==> config.mk <==
export PLATFORM = sky130hd
export DESIGN_NAME = fcd_decoder
export DESIGN_NICKNAME = d
export VERILOG_FILES = /design/src/design/fcd_pkg.sv /design/src/design/fcd_stop_resolve.sv /design/src/design/fcd_decoder.sv
export SDC_FILE = /design/constraint.sdc
export NUM_CORES = 1
export LEC_CHECK = 0
export ABC_AREA = 1
export BUFFER_PORTS_ARGS = -buffer_cell sky130_fd_sc_hd__buf_2
export CAP_MARGIN = 15
export CORE_MARGIN = 10
export CORE_UTILIZATION = 50
export DETAILED_ROUTE_END_ITERATION = 10
export GPL_TIMING_DRIVEN = 0
export MAX_ROUTING_LAYER = met4
export PLACE_DENSITY_LB_ADDON = 0.05
export SLEW_MARGIN = 20
export SYNTH_ARGS = -nofsm -noshare
export SYNTH_HDL_FRONTEND = slang
export SYNTH_SLANG_ARGS = --single-unit
==> constraint.sdc <==
create_clock -name clk_sys -period 5.2 [get_ports clk_sys]
set_clock_uncertainty 0.1 [all_clocks]
set_input_delay 1.3 -clock clk_sys [delete_from_list [all_inputs] [get_ports clk_sys]]
set_output_delay 1.3 -clock clk_sys [all_outputs]
set_load 0.1 [all_outputs]
==> src/design/fcd_pkg.sv <==
// Purpose: constants and types for the fieldbus control word decoder
// Assumes: one clock domain, synchronous active-high reset
// Notes:   bit positions are those of the two control word layouts
package fcd_pkg;

   // widths
   localparam int CW_W      = 32;
   localparam int REF_W     = 16;
   localparam int PROF_W    = 8;
   localparam int USER_W    = 4;
   localparam int LOW_W     = 16;

   // profile selection values
   localparam logic [PROF_W-1:0] PROF_SEL_CONV = 8'h00;
   localparam logic [PROF_W-1:0] PROF_SEL_PASS = 8'h05;

   // converting profile, upper byte
   localparam int CV_JOG1   = 8;
   localparam int CV_JOG2   = 9;
   localparam int CV_REMOTE = 10;
   localparam int CV_EXTLOC = 11;
   localparam int CV_USER   = 12;

   // pass-through profile
   localparam int PT_STOP   = 0;
   localparam int PT_START  = 1;
   localparam int PT_REV    = 2;
   localparam int PT_RESET  = 4;
   localparam int PT_EXTLOC = 5;
   localparam int PT_RUNDIS = 6;
   localparam int PT_SMRAMP = 7;
   localparam int PT_SMFAST = 8;
   localparam int PT_SMFREE = 9;
   localparam int PT_ROZERO = 11;
   localparam int PT_RHOLD  = 12;
   localparam int PT_RIZERO = 13;
   localparam int PT_TKCMD  = 16;
   localparam int PT_TKREF  = 17;
   localparam int PT_USER   = 22;

   // bits 3, 10, 15, 18..21, 26..31
   localparam logic [CW_W-1:0] PT_RSVD_MASK = 32'hFC3C_8408;

   // reset values
   localparam logic [CW_W-1:0]   CW_RST   = 32'h0000_0000;
   localparam logic [REF_W-1:0]  REF_RST  = 16'h0000;
   localparam logic [USER_W-1:0] USER_RST = 4'h0;
   localparam logic              RUN_RST  = 1'b1;

   typedef enum logic [1:0] {
      SM_CONFIG,
      SM_RAMP,
      SM_FAST,
      SM_FREE
   } fcd_stop_t;

   typedef enum logic [1:0] {
      PROF_NONE,
      PROF_CONV,
      PROF_PASS
   } fcd_prof_t;

endpackage

==> src/design/fcd_stop_resolve.sv <==
// Purpose: resolve the stop mode from the three request bits
// Assumes: purely combinational, request inputs from the incoming unregistered word
// Notes:   more than one request bit set resolves to the harshest stop
`timescale 1ns/1ps
module fcd_stop_resolve
   import fcd_pkg::*;
(
   input  wire logic      sel_ramp,
   input  wire logic      sel_fast,
   input  wire logic      sel_free,
   input  wire fcd_stop_t cfg_mode,
   output fcd_stop_t      mode
);

   // explicit request wins, else configured mode
   always_comb
   begin
      if (sel_free)
         mode = SM_FREE;
      else if (sel_fast)
         mode = SM_FAST;
      else if (sel_ramp)
         mode = SM_RAMP;
      else if (cfg_mode == SM_CONFIG)
         mode = SM_RAMP;
      else
         mode = cfg_mode;
   end

endmodule

==> src/design/fcd_decoder.sv <==
// Purpose: decode fieldbus control words for both control profiles
// Assumes: words and reference arrive as one-cycle strobed data on clk_sys
// Notes:   all decoded outputs are registered; profile change returns them to reset values
`timescale 1ns/1ps

// Notes on behaviour
// - profile value 0 converts, 5 passes through
// - converting bit 8 requests first jog speed
// - converting bit 9 requests second jog speed
// - bit 10 enables bus; else nonzero retains
// - bit 10 clear, all zero: enable, locked
// - converting bit 11 selects second external location
// - four user bits, 12-15 or 22-25
// - pass-through copies low 16 bits unchanged
// - bit 0 stops using resolved stop mode
// - bit 1 starts, bit 2 reverses
// - bit 4 rising edge resets active fault
// - pass-through bit 5 selects second location
// - bit 6 set disables run enable
// - bits 7-9 pick stop mode, else configured
// - bit 11 forces ramp output to zero
// - bit 12 freezes ramp output
// - bit 13 forces ramp input to zero
// - bit 16 takes over command source
// - bit 17 takes over reference source
// - reserved bits have no function
module fcd_decoder
   import fcd_pkg::*;
(
   input  wire logic              clk_sys,
   input  wire logic              rst,
   input  wire logic [PROF_W-1:0] profile_cfg,
   input  wire logic              cw_valid,
   input  wire logic [CW_W-1:0]   cw_data,
   input  wire logic [REF_W-1:0]  ref_data,
   input  wire logic              jog_src_bus,
   input  wire logic              loc_src_bus,
   input  wire logic              run_src_bus,
   input  wire fcd_stop_t         cfg_stop_mode,
   input  wire logic              fault_active,
   output fcd_prof_t              profile_q,
   output logic                   cw_taken_q,
   output logic                   cw_retained_q,
   output logic [CW_W-1:0]        control_word_q,
   output logic [REF_W-1:0]       reference_q,
   output logic                   bus_ctrl_en_q,
   output logic                   ref_locked_q,
   output logic                   ramp_locked_q,
   output logic                   jog1_q,
   output logic                   jog2_q,
   output logic                   external_location_select_q,
   output logic [USER_W-1:0]      user_bits_q,
   output logic [CW_W-1:0]        internal_cw_q,
   output logic                   stop_req_q,
   output fcd_stop_t              stop_mode_q,
   output logic                   start_req_q,
   output logic                   reverse_req_q,
   output logic                   fault_reset_q,
   output logic                   run_enable_q,
   output logic                   ramp_out_zero_q,
   output logic                   ramp_hold_q,
   output logic                   ramp_in_zero_q,
   output logic                   bus_takeover_command_q,
   output logic                   bus_takeover_reference_q,
   output logic                   reserved_seen_q
);

   // a control bit only acts when the bus is its configured source
   function automatic logic src_gate(input logic from_bus, input logic b);
      return from_bus & b;
   endfunction

   // map the configuration value to a profile
   function automatic fcd_prof_t prof_decode(input logic [PROF_W-1:0] v);
      fcd_prof_t p;
      p = PROF_NONE;
      if (v == PROF_SEL_CONV)
         p = PROF_CONV;
      else if (v == PROF_SEL_PASS)
         p = PROF_PASS;
      return p;
   endfunction

   fcd_prof_t           profile_d;
   logic                cw_taken_d;
   logic                cw_retained_d;
   logic [CW_W-1:0]     control_word_d;
   logic [REF_W-1:0]    reference_d;
   logic                bus_ctrl_en_d;
   logic                ref_locked_d;
   logic                ramp_locked_d;
   logic                jog1_d;
   logic                jog2_d;
   logic                ext_loc_d;
   logic [USER_W-1:0]   user_bits_d;
   logic [CW_W-1:0]     internal_cw_d;
   logic                stop_req_d;
   fcd_stop_t           stop_mode_d;
   logic                start_req_d;
   logic                reverse_req_d;
   logic                fault_reset_d;
   logic                run_enable_d;
   logic                ramp_out_zero_d;
   logic                ramp_hold_d;
   logic                ramp_in_zero_d;
   logic                take_cmd_d;
   logic                take_ref_d;
   logic                reserved_seen_d;
   logic                reset_bit_q;
   logic                reset_bit_d;
   fcd_stop_t           resolved_mode;

   // stop mode from the incoming word's bits 7..9
   fcd_stop_resolve u_stop
   (
      .sel_ramp (cw_data[PT_SMRAMP]),
      .sel_fast (cw_data[PT_SMFAST]),
      .sel_free (cw_data[PT_SMFREE]),
      .cfg_mode (cfg_stop_mode),
      .mode     (resolved_mode)
   );

   // next values of the decoded control state
   always_comb
   begin
      profile_d       = prof_decode(profile_cfg);
      cw_taken_d      = 1'b0;
      cw_retained_d   = 1'b0;
      fault_reset_d   = 1'b0;
      control_word_d  = control_word_q;
      reference_d     = reference_q;
      bus_ctrl_en_d   = bus_ctrl_en_q;
      ref_locked_d    = ref_locked_q;
      ramp_locked_d   = ramp_locked_q;
      jog1_d          = jog1_q;
      jog2_d          = jog2_q;
      ext_loc_d       = external_location_select_q;
      user_bits_d     = user_bits_q;
      internal_cw_d   = internal_cw_q;
      stop_req_d      = stop_req_q;
      stop_mode_d     = stop_mode_q;
      start_req_d     = start_req_q;
      reverse_req_d   = reverse_req_q;
      run_enable_d    = run_enable_q;
      ramp_out_zero_d = ramp_out_zero_q;
      ramp_hold_d     = ramp_hold_q;
      ramp_in_zero_d  = ramp_in_zero_q;
      take_cmd_d      = bus_takeover_command_q;
      take_ref_d      = bus_takeover_reference_q;
      reserved_seen_d = reserved_seen_q;
      reset_bit_d     = reset_bit_q;

      if (profile_d != profile_q)
      begin
         // profile switch: drop every decoded request
         control_word_d  = CW_RST;
         reference_d     = REF_RST;
         bus_ctrl_en_d   = 1'b0;
         ref_locked_d    = 1'b0;
         ramp_locked_d   = 1'b0;
         jog1_d          = 1'b0;
         jog2_d          = 1'b0;
         ext_loc_d       = 1'b0;
         user_bits_d     = USER_RST;
         internal_cw_d   = CW_RST;
         stop_req_d      = 1'b0;
         stop_mode_d     = SM_CONFIG;
         start_req_d     = 1'b0;
         reverse_req_d   = 1'b0;
         run_enable_d    = RUN_RST;
         ramp_out_zero_d = 1'b0;
         ramp_hold_d     = 1'b0;
         ramp_in_zero_d  = 1'b0;
         take_cmd_d      = 1'b0;
         take_ref_d      = 1'b0;
         reserved_seen_d = 1'b0;
         reset_bit_d     = 1'b0;
      end
      else if (cw_valid)
      begin
         case (profile_q)
            PROF_CONV:
            begin
               if (cw_data[CV_REMOTE])
               begin
                  // bus control, word and reference taken
                  cw_taken_d     = 1'b1;
                  bus_ctrl_en_d  = 1'b1;
                  ref_locked_d   = 1'b0;
                  ramp_locked_d  = 1'b0;
               end
               else if (cw_data == CW_RST && ref_data == REF_RST)
               begin
                  // all zero: control on, reference and ramps locked
                  cw_taken_d     = 1'b1;
                  bus_ctrl_en_d  = 1'b1;
                  ref_locked_d   = 1'b1;
                  ramp_locked_d  = 1'b1;
               end
               else
               begin
                  cw_retained_d  = 1'b1;
               end
               if (cw_taken_d)
               begin
                  control_word_d = cw_data;
                  reference_d    = ref_data;
                  jog1_d    = src_gate(jog_src_bus, cw_data[CV_JOG1]);
                  jog2_d    = src_gate(jog_src_bus, cw_data[CV_JOG2]);
                  ext_loc_d = src_gate(loc_src_bus, cw_data[CV_EXTLOC]);
                  user_bits_d = cw_data[CV_USER +: USER_W];
               end
            end
            PROF_PASS:
            begin
               cw_taken_d     = 1'b1;
               control_word_d = cw_data;
               reference_d    = ref_data;
               bus_ctrl_en_d  = 1'b1;
               ref_locked_d   = 1'b0;
               ramp_locked_d  = 1'b0;
               // low half copied as is, upper half zero
               internal_cw_d  = {{(CW_W-LOW_W){1'b0}}, cw_data[LOW_W-1:0]};
               stop_req_d     = cw_data[PT_STOP];
               stop_mode_d    = resolved_mode;
               start_req_d    = cw_data[PT_START];
               reverse_req_d  = cw_data[PT_REV];
               // fault reset on a 0 to 1 step between words
               fault_reset_d  = cw_data[PT_RESET] & ~reset_bit_q
                                & fault_active;
               reset_bit_d    = cw_data[PT_RESET];
               ext_loc_d = src_gate(loc_src_bus, cw_data[PT_EXTLOC]);
               run_enable_d = run_src_bus ? ~cw_data[PT_RUNDIS] : RUN_RST;
               ramp_out_zero_d = cw_data[PT_ROZERO];
               ramp_hold_d     = cw_data[PT_RHOLD];
               ramp_in_zero_d  = cw_data[PT_RIZERO];
               take_cmd_d      = cw_data[PT_TKCMD];
               take_ref_d      = cw_data[PT_TKREF];
               user_bits_d     = cw_data[PT_USER +: USER_W];
               // reserved bits raise an observation flag; bits 3, 10, 15 also pass into the internal word
               reserved_seen_d = |(cw_data & PT_RSVD_MASK);
               jog1_d          = 1'b0;
               jog2_d          = 1'b0;
            end
            default:
            begin
               cw_taken_d = 1'b0;    // unknown profile: words ignored
            end
         endcase
      end
   end

   // registers of the decoded control state
   always_ff @(posedge clk_sys)
   begin
      if (rst)
      begin
         profile_q                  <= PROF_NONE;
         cw_taken_q                 <= 1'b0;
         cw_retained_q              <= 1'b0;
         control_word_q             <= CW_RST;
         reference_q                <= REF_RST;
         bus_ctrl_en_q              <= 1'b0;
         ref_locked_q               <= 1'b0;
         ramp_locked_q              <= 1'b0;
         jog1_q                     <= 1'b0;
         jog2_q                     <= 1'b0;
         external_location_select_q <= 1'b0;
         user_bits_q                <= USER_RST;
         internal_cw_q              <= CW_RST;
         stop_req_q                 <= 1'b0;
         stop_mode_q                <= SM_CONFIG;
         start_req_q                <= 1'b0;
         reverse_req_q              <= 1'b0;
         fault_reset_q              <= 1'b0;
         run_enable_q               <= RUN_RST;
         ramp_out_zero_q            <= 1'b0;
         ramp_hold_q                <= 1'b0;
         ramp_in_zero_q             <= 1'b0;
         bus_takeover_command_q     <= 1'b0;
         bus_takeover_reference_q   <= 1'b0;
         reserved_seen_q            <= 1'b0;
         reset_bit_q                <= 1'b0;
      end
      else
      begin
         profile_q                  <= profile_d;
         cw_taken_q                 <= cw_taken_d;
         cw_retained_q              <= cw_retained_d;
         control_word_q             <= control_word_d;
         reference_q                <= reference_d;
         bus_ctrl_en_q              <= bus_ctrl_en_d;
         ref_locked_q               <= ref_locked_d;
         ramp_locked_q              <= ramp_locked_d;
         jog1_q                     <= jog1_d;
         jog2_q                     <= jog2_d;
         external_location_select_q <= ext_loc_d;
         user_bits_q                <= user_bits_d;
         internal_cw_q              <= internal_cw_d;
         stop_req_q                 <= stop_req_d;
         stop_mode_q                <= stop_mode_d;
         start_req_q                <= start_req_d;
         reverse_req_q              <= reverse_req_d;
         fault_reset_q              <= fault_reset_d;
         run_enable_q               <= run_enable_d;
         ramp_out_zero_q            <= ramp_out_zero_d;
         ramp_hold_q                <= ramp_hold_d;
         ramp_in_zero_q             <= ramp_in_zero_d;
         bus_takeover_command_q     <= take_cmd_d;
         bus_takeover_reference_q   <= take_ref_d;
         reserved_seen_q            <= reserved_seen_d;
         reset_bit_q                <= reset_bit_d;
      end
   end

endmodule

==> reports/qor.txt <==
Final net count: 835
Cell row count: 32
Required @ worst endpoint: 3.80 ns
Final-report setup violation count: 0
Ys Warns: 0
CP Max Fanout: 3
CTS clk-pin slew, worst paths: 0.08 ns
Clk buf depth: 2
CP Cell Sequence: buf_4, buf_2
Place WS: 2.27 ns
DRC errors left: 0
Syn Inst Count: 588
Worst min path class: reg2reg
Post-CTS setup buffers: 0
Vias in the first global route: 4,249
Design area: 5160 sq um
Worst Max-Slew Pin Slew: 0.527 ns
Share of cells above drive strength 1: 0.281
Total global-route track usage: 0.217
CTS Buf Count: 9
Relative slew margins: 0.651
IO Count: 172
Hold Vio Cnt, Final: 0
Placer Congestion: 0.918
Finished Layout Cells: 876
Post-route ant nets: 0
DR vias/cell: 4.89
Buffers on Ports: 154
CP max-delay cell: buf_2
Top sig layer: met4
TNS Setup: 0 ns
Hold-fix buffers, CTS: 0
Number of distinct library cells after synthesis: 23
Die W: 109 um
DRT Pass-1 Iters: 5
Fin crit period: 2.66 ns
Routed met3 length: 1270 um
Synth Cell Area: 3990 sq um
Top-count cell post-synth: nor2_1
Via count: 4,283
Synth cell count leaders: 155 x nor2_1, 115 x nand2_1, 84 x dfxtp_1
Post-synth top area cell: dfxtp_1
CP endpoint kind: output pin
Setup Crit Path Kind: reg2out
Achievable clock frequency: 375 MHz
Hold Path Depth: 2
Critical Path Start Type: flop
FFs w/ async S/R, synth: 0
Initial Util: 0.516
Latest clock arrival within the worst-skew pair: 0.35 ns
WL per Instance: 14.6 um
Pwr Density: 257 nW/um^2
Register-to-Register Path Depth: 9
HPWL after DPL: 10,400 um
Post-placement cell count: 859
Fillers: 745
Max Cap Violations: 0
Post-synth EDFFs: 0
Drt total wl: 12,800 um
#FFs+latches synth: 84
Crit-path max cell delay: 0.42 ns
Clk root buf: clkbuf_8
Lkg Pwr: 2.65 nW
Antenna violations before repair: 1
Largest net degree at the start of global routing: 14
Avg Cell Area, Syn: 6.78 sq um
Register area share after synthesis: 0.422
Final worst slack: 2.54 ns
CTS tree: yes
Cell Area, Placed: 4940 sq um
Clock tree sinks: 84
Power after layout: 0.00133 W
Max-slew violations: 0
Met1 wire length: 5200 um
Critical path data arrival time: 1.26 ns
First-pass GRT wire length: 20,000 um
Post-CTS sizing: 0
Area contributors post-synth: dfxtp_1 42%, nor2_1 15%, nand2_1 11%
Yosys top cell area share: 0.422
RSZ-0062 raised after global routing: no
Die height: 109 um
Overflow after GRT: 0
Final period utilization: 0.512
Synth Flop Type: dfxtp_1
DR WL met2: 6100 um
CTS H-tree lvls: 3
Worst VDD drop: 0.151 mV
Die area: 11,900 sq um
Status: finished, final reports clean
CORE AREA: 7730 sq um
Drt initial violations: 216
Synth-to-layout area growth: 29.5%
-- state kept, by name, summed over array words and instances (netlist names), 2 cells and up --
name            cells
user_bits_q         4
control_word_q     32
reference_q        16
internal_cw_q      16
profile_q           2
stop_mode_q         2
-- area by class of cell --
type | instances | area, sq um | share of cell area
Inverter | 57 | 214 | 0.0414
Antenna cell | 1 | 2.50 | 0.000485
Timing Repair Buffer | 154 | 771 | 0.149
Buffer | 62 | 397 | 0.0768
Tap cell | 102 | 128 | 0.0247
Clock inverter | 4 | 72.6 | 0.0141
Clock buffer | 12 | 145 | 0.0281
Multi-Input combinational cell | 400 | 1750 | 0.339
Sequential cell | 84 | 1680 | 0.326
-- stage by stage --
step / hold slack (ns) / utilization
after CTS: 0.365 / 0.668
after floorplan: 0.323 / -
final: 0.369 / 0.668
after global routing: 0.386 / 0.668
after detailed placement: 0.353 / 0.640
after global placement: 0.345 / 0.640
-- where the power goes --
part	leakage, nW	switching, W	total (W)	internal [W]
sequential	0.676	0.000000494	0.000644	0.000643
clock	0.107	0.000235	0.000518	0.000283
combinational	1.87	0.000122	0.000167	0.0000446
-- cell usage in the layout (no fill, tap or decap), types with 5 or more instances in the layout --
cell	n
nor3_1	6
o21ai_0	9
nor2_1	155
buf_4	31
clkbuf_8	10
nand4_1	58
nand3_1	8
a21oi_1	22
clkbuf_1	20
dfxtp_1	84
inv_1	56
buf_6	5
conb_1	16
nand2_1	115
buf_2	162
-- final timing paths --
kind | from | end | slack, ns
worst max-delay path | internal_cw_q[4] | internal_cw_q[4] | 2.54
worst min-delay path | internal_cw_q[10] | internal_cw_q[10] | 0.37
worst max register to register | profile_q[1] | control_word_q[14] | 3.00
worst min register to register | internal_cw_q[10] | internal_cw_q[10] | 0.37
-- cells by family after synthesis --
| logic type | Yosys count | share of synthesized area |
|---|---|---|
| compound gates | 33 | 0.0427 |
| xor+xnor | 1 | 0.00220 |
| fa+ha+maj | 2 | 0.00627 |
| buf+inv | 119 | 0.153 |
| flops | 84 | 0.422 |
| other cells | 1 | 0.000940 |
| simple gates | 348 | 0.373 |
-- critical path: cells and delay by family, from the launching register on --
kind | cells | cell delay (ns)
buf+inv | 2 | 0.54
flops | 1 | 0.37
-- routing by layer --
metal / global-route usage / up-vias
li1: - / 2165
met1: 0.239 / 1920
met2: 0.365 / 180
met3: 0.0708 / 18
met4: 0.0706 / 0
met5: - / -
Power figures use the tool's default switching activity.
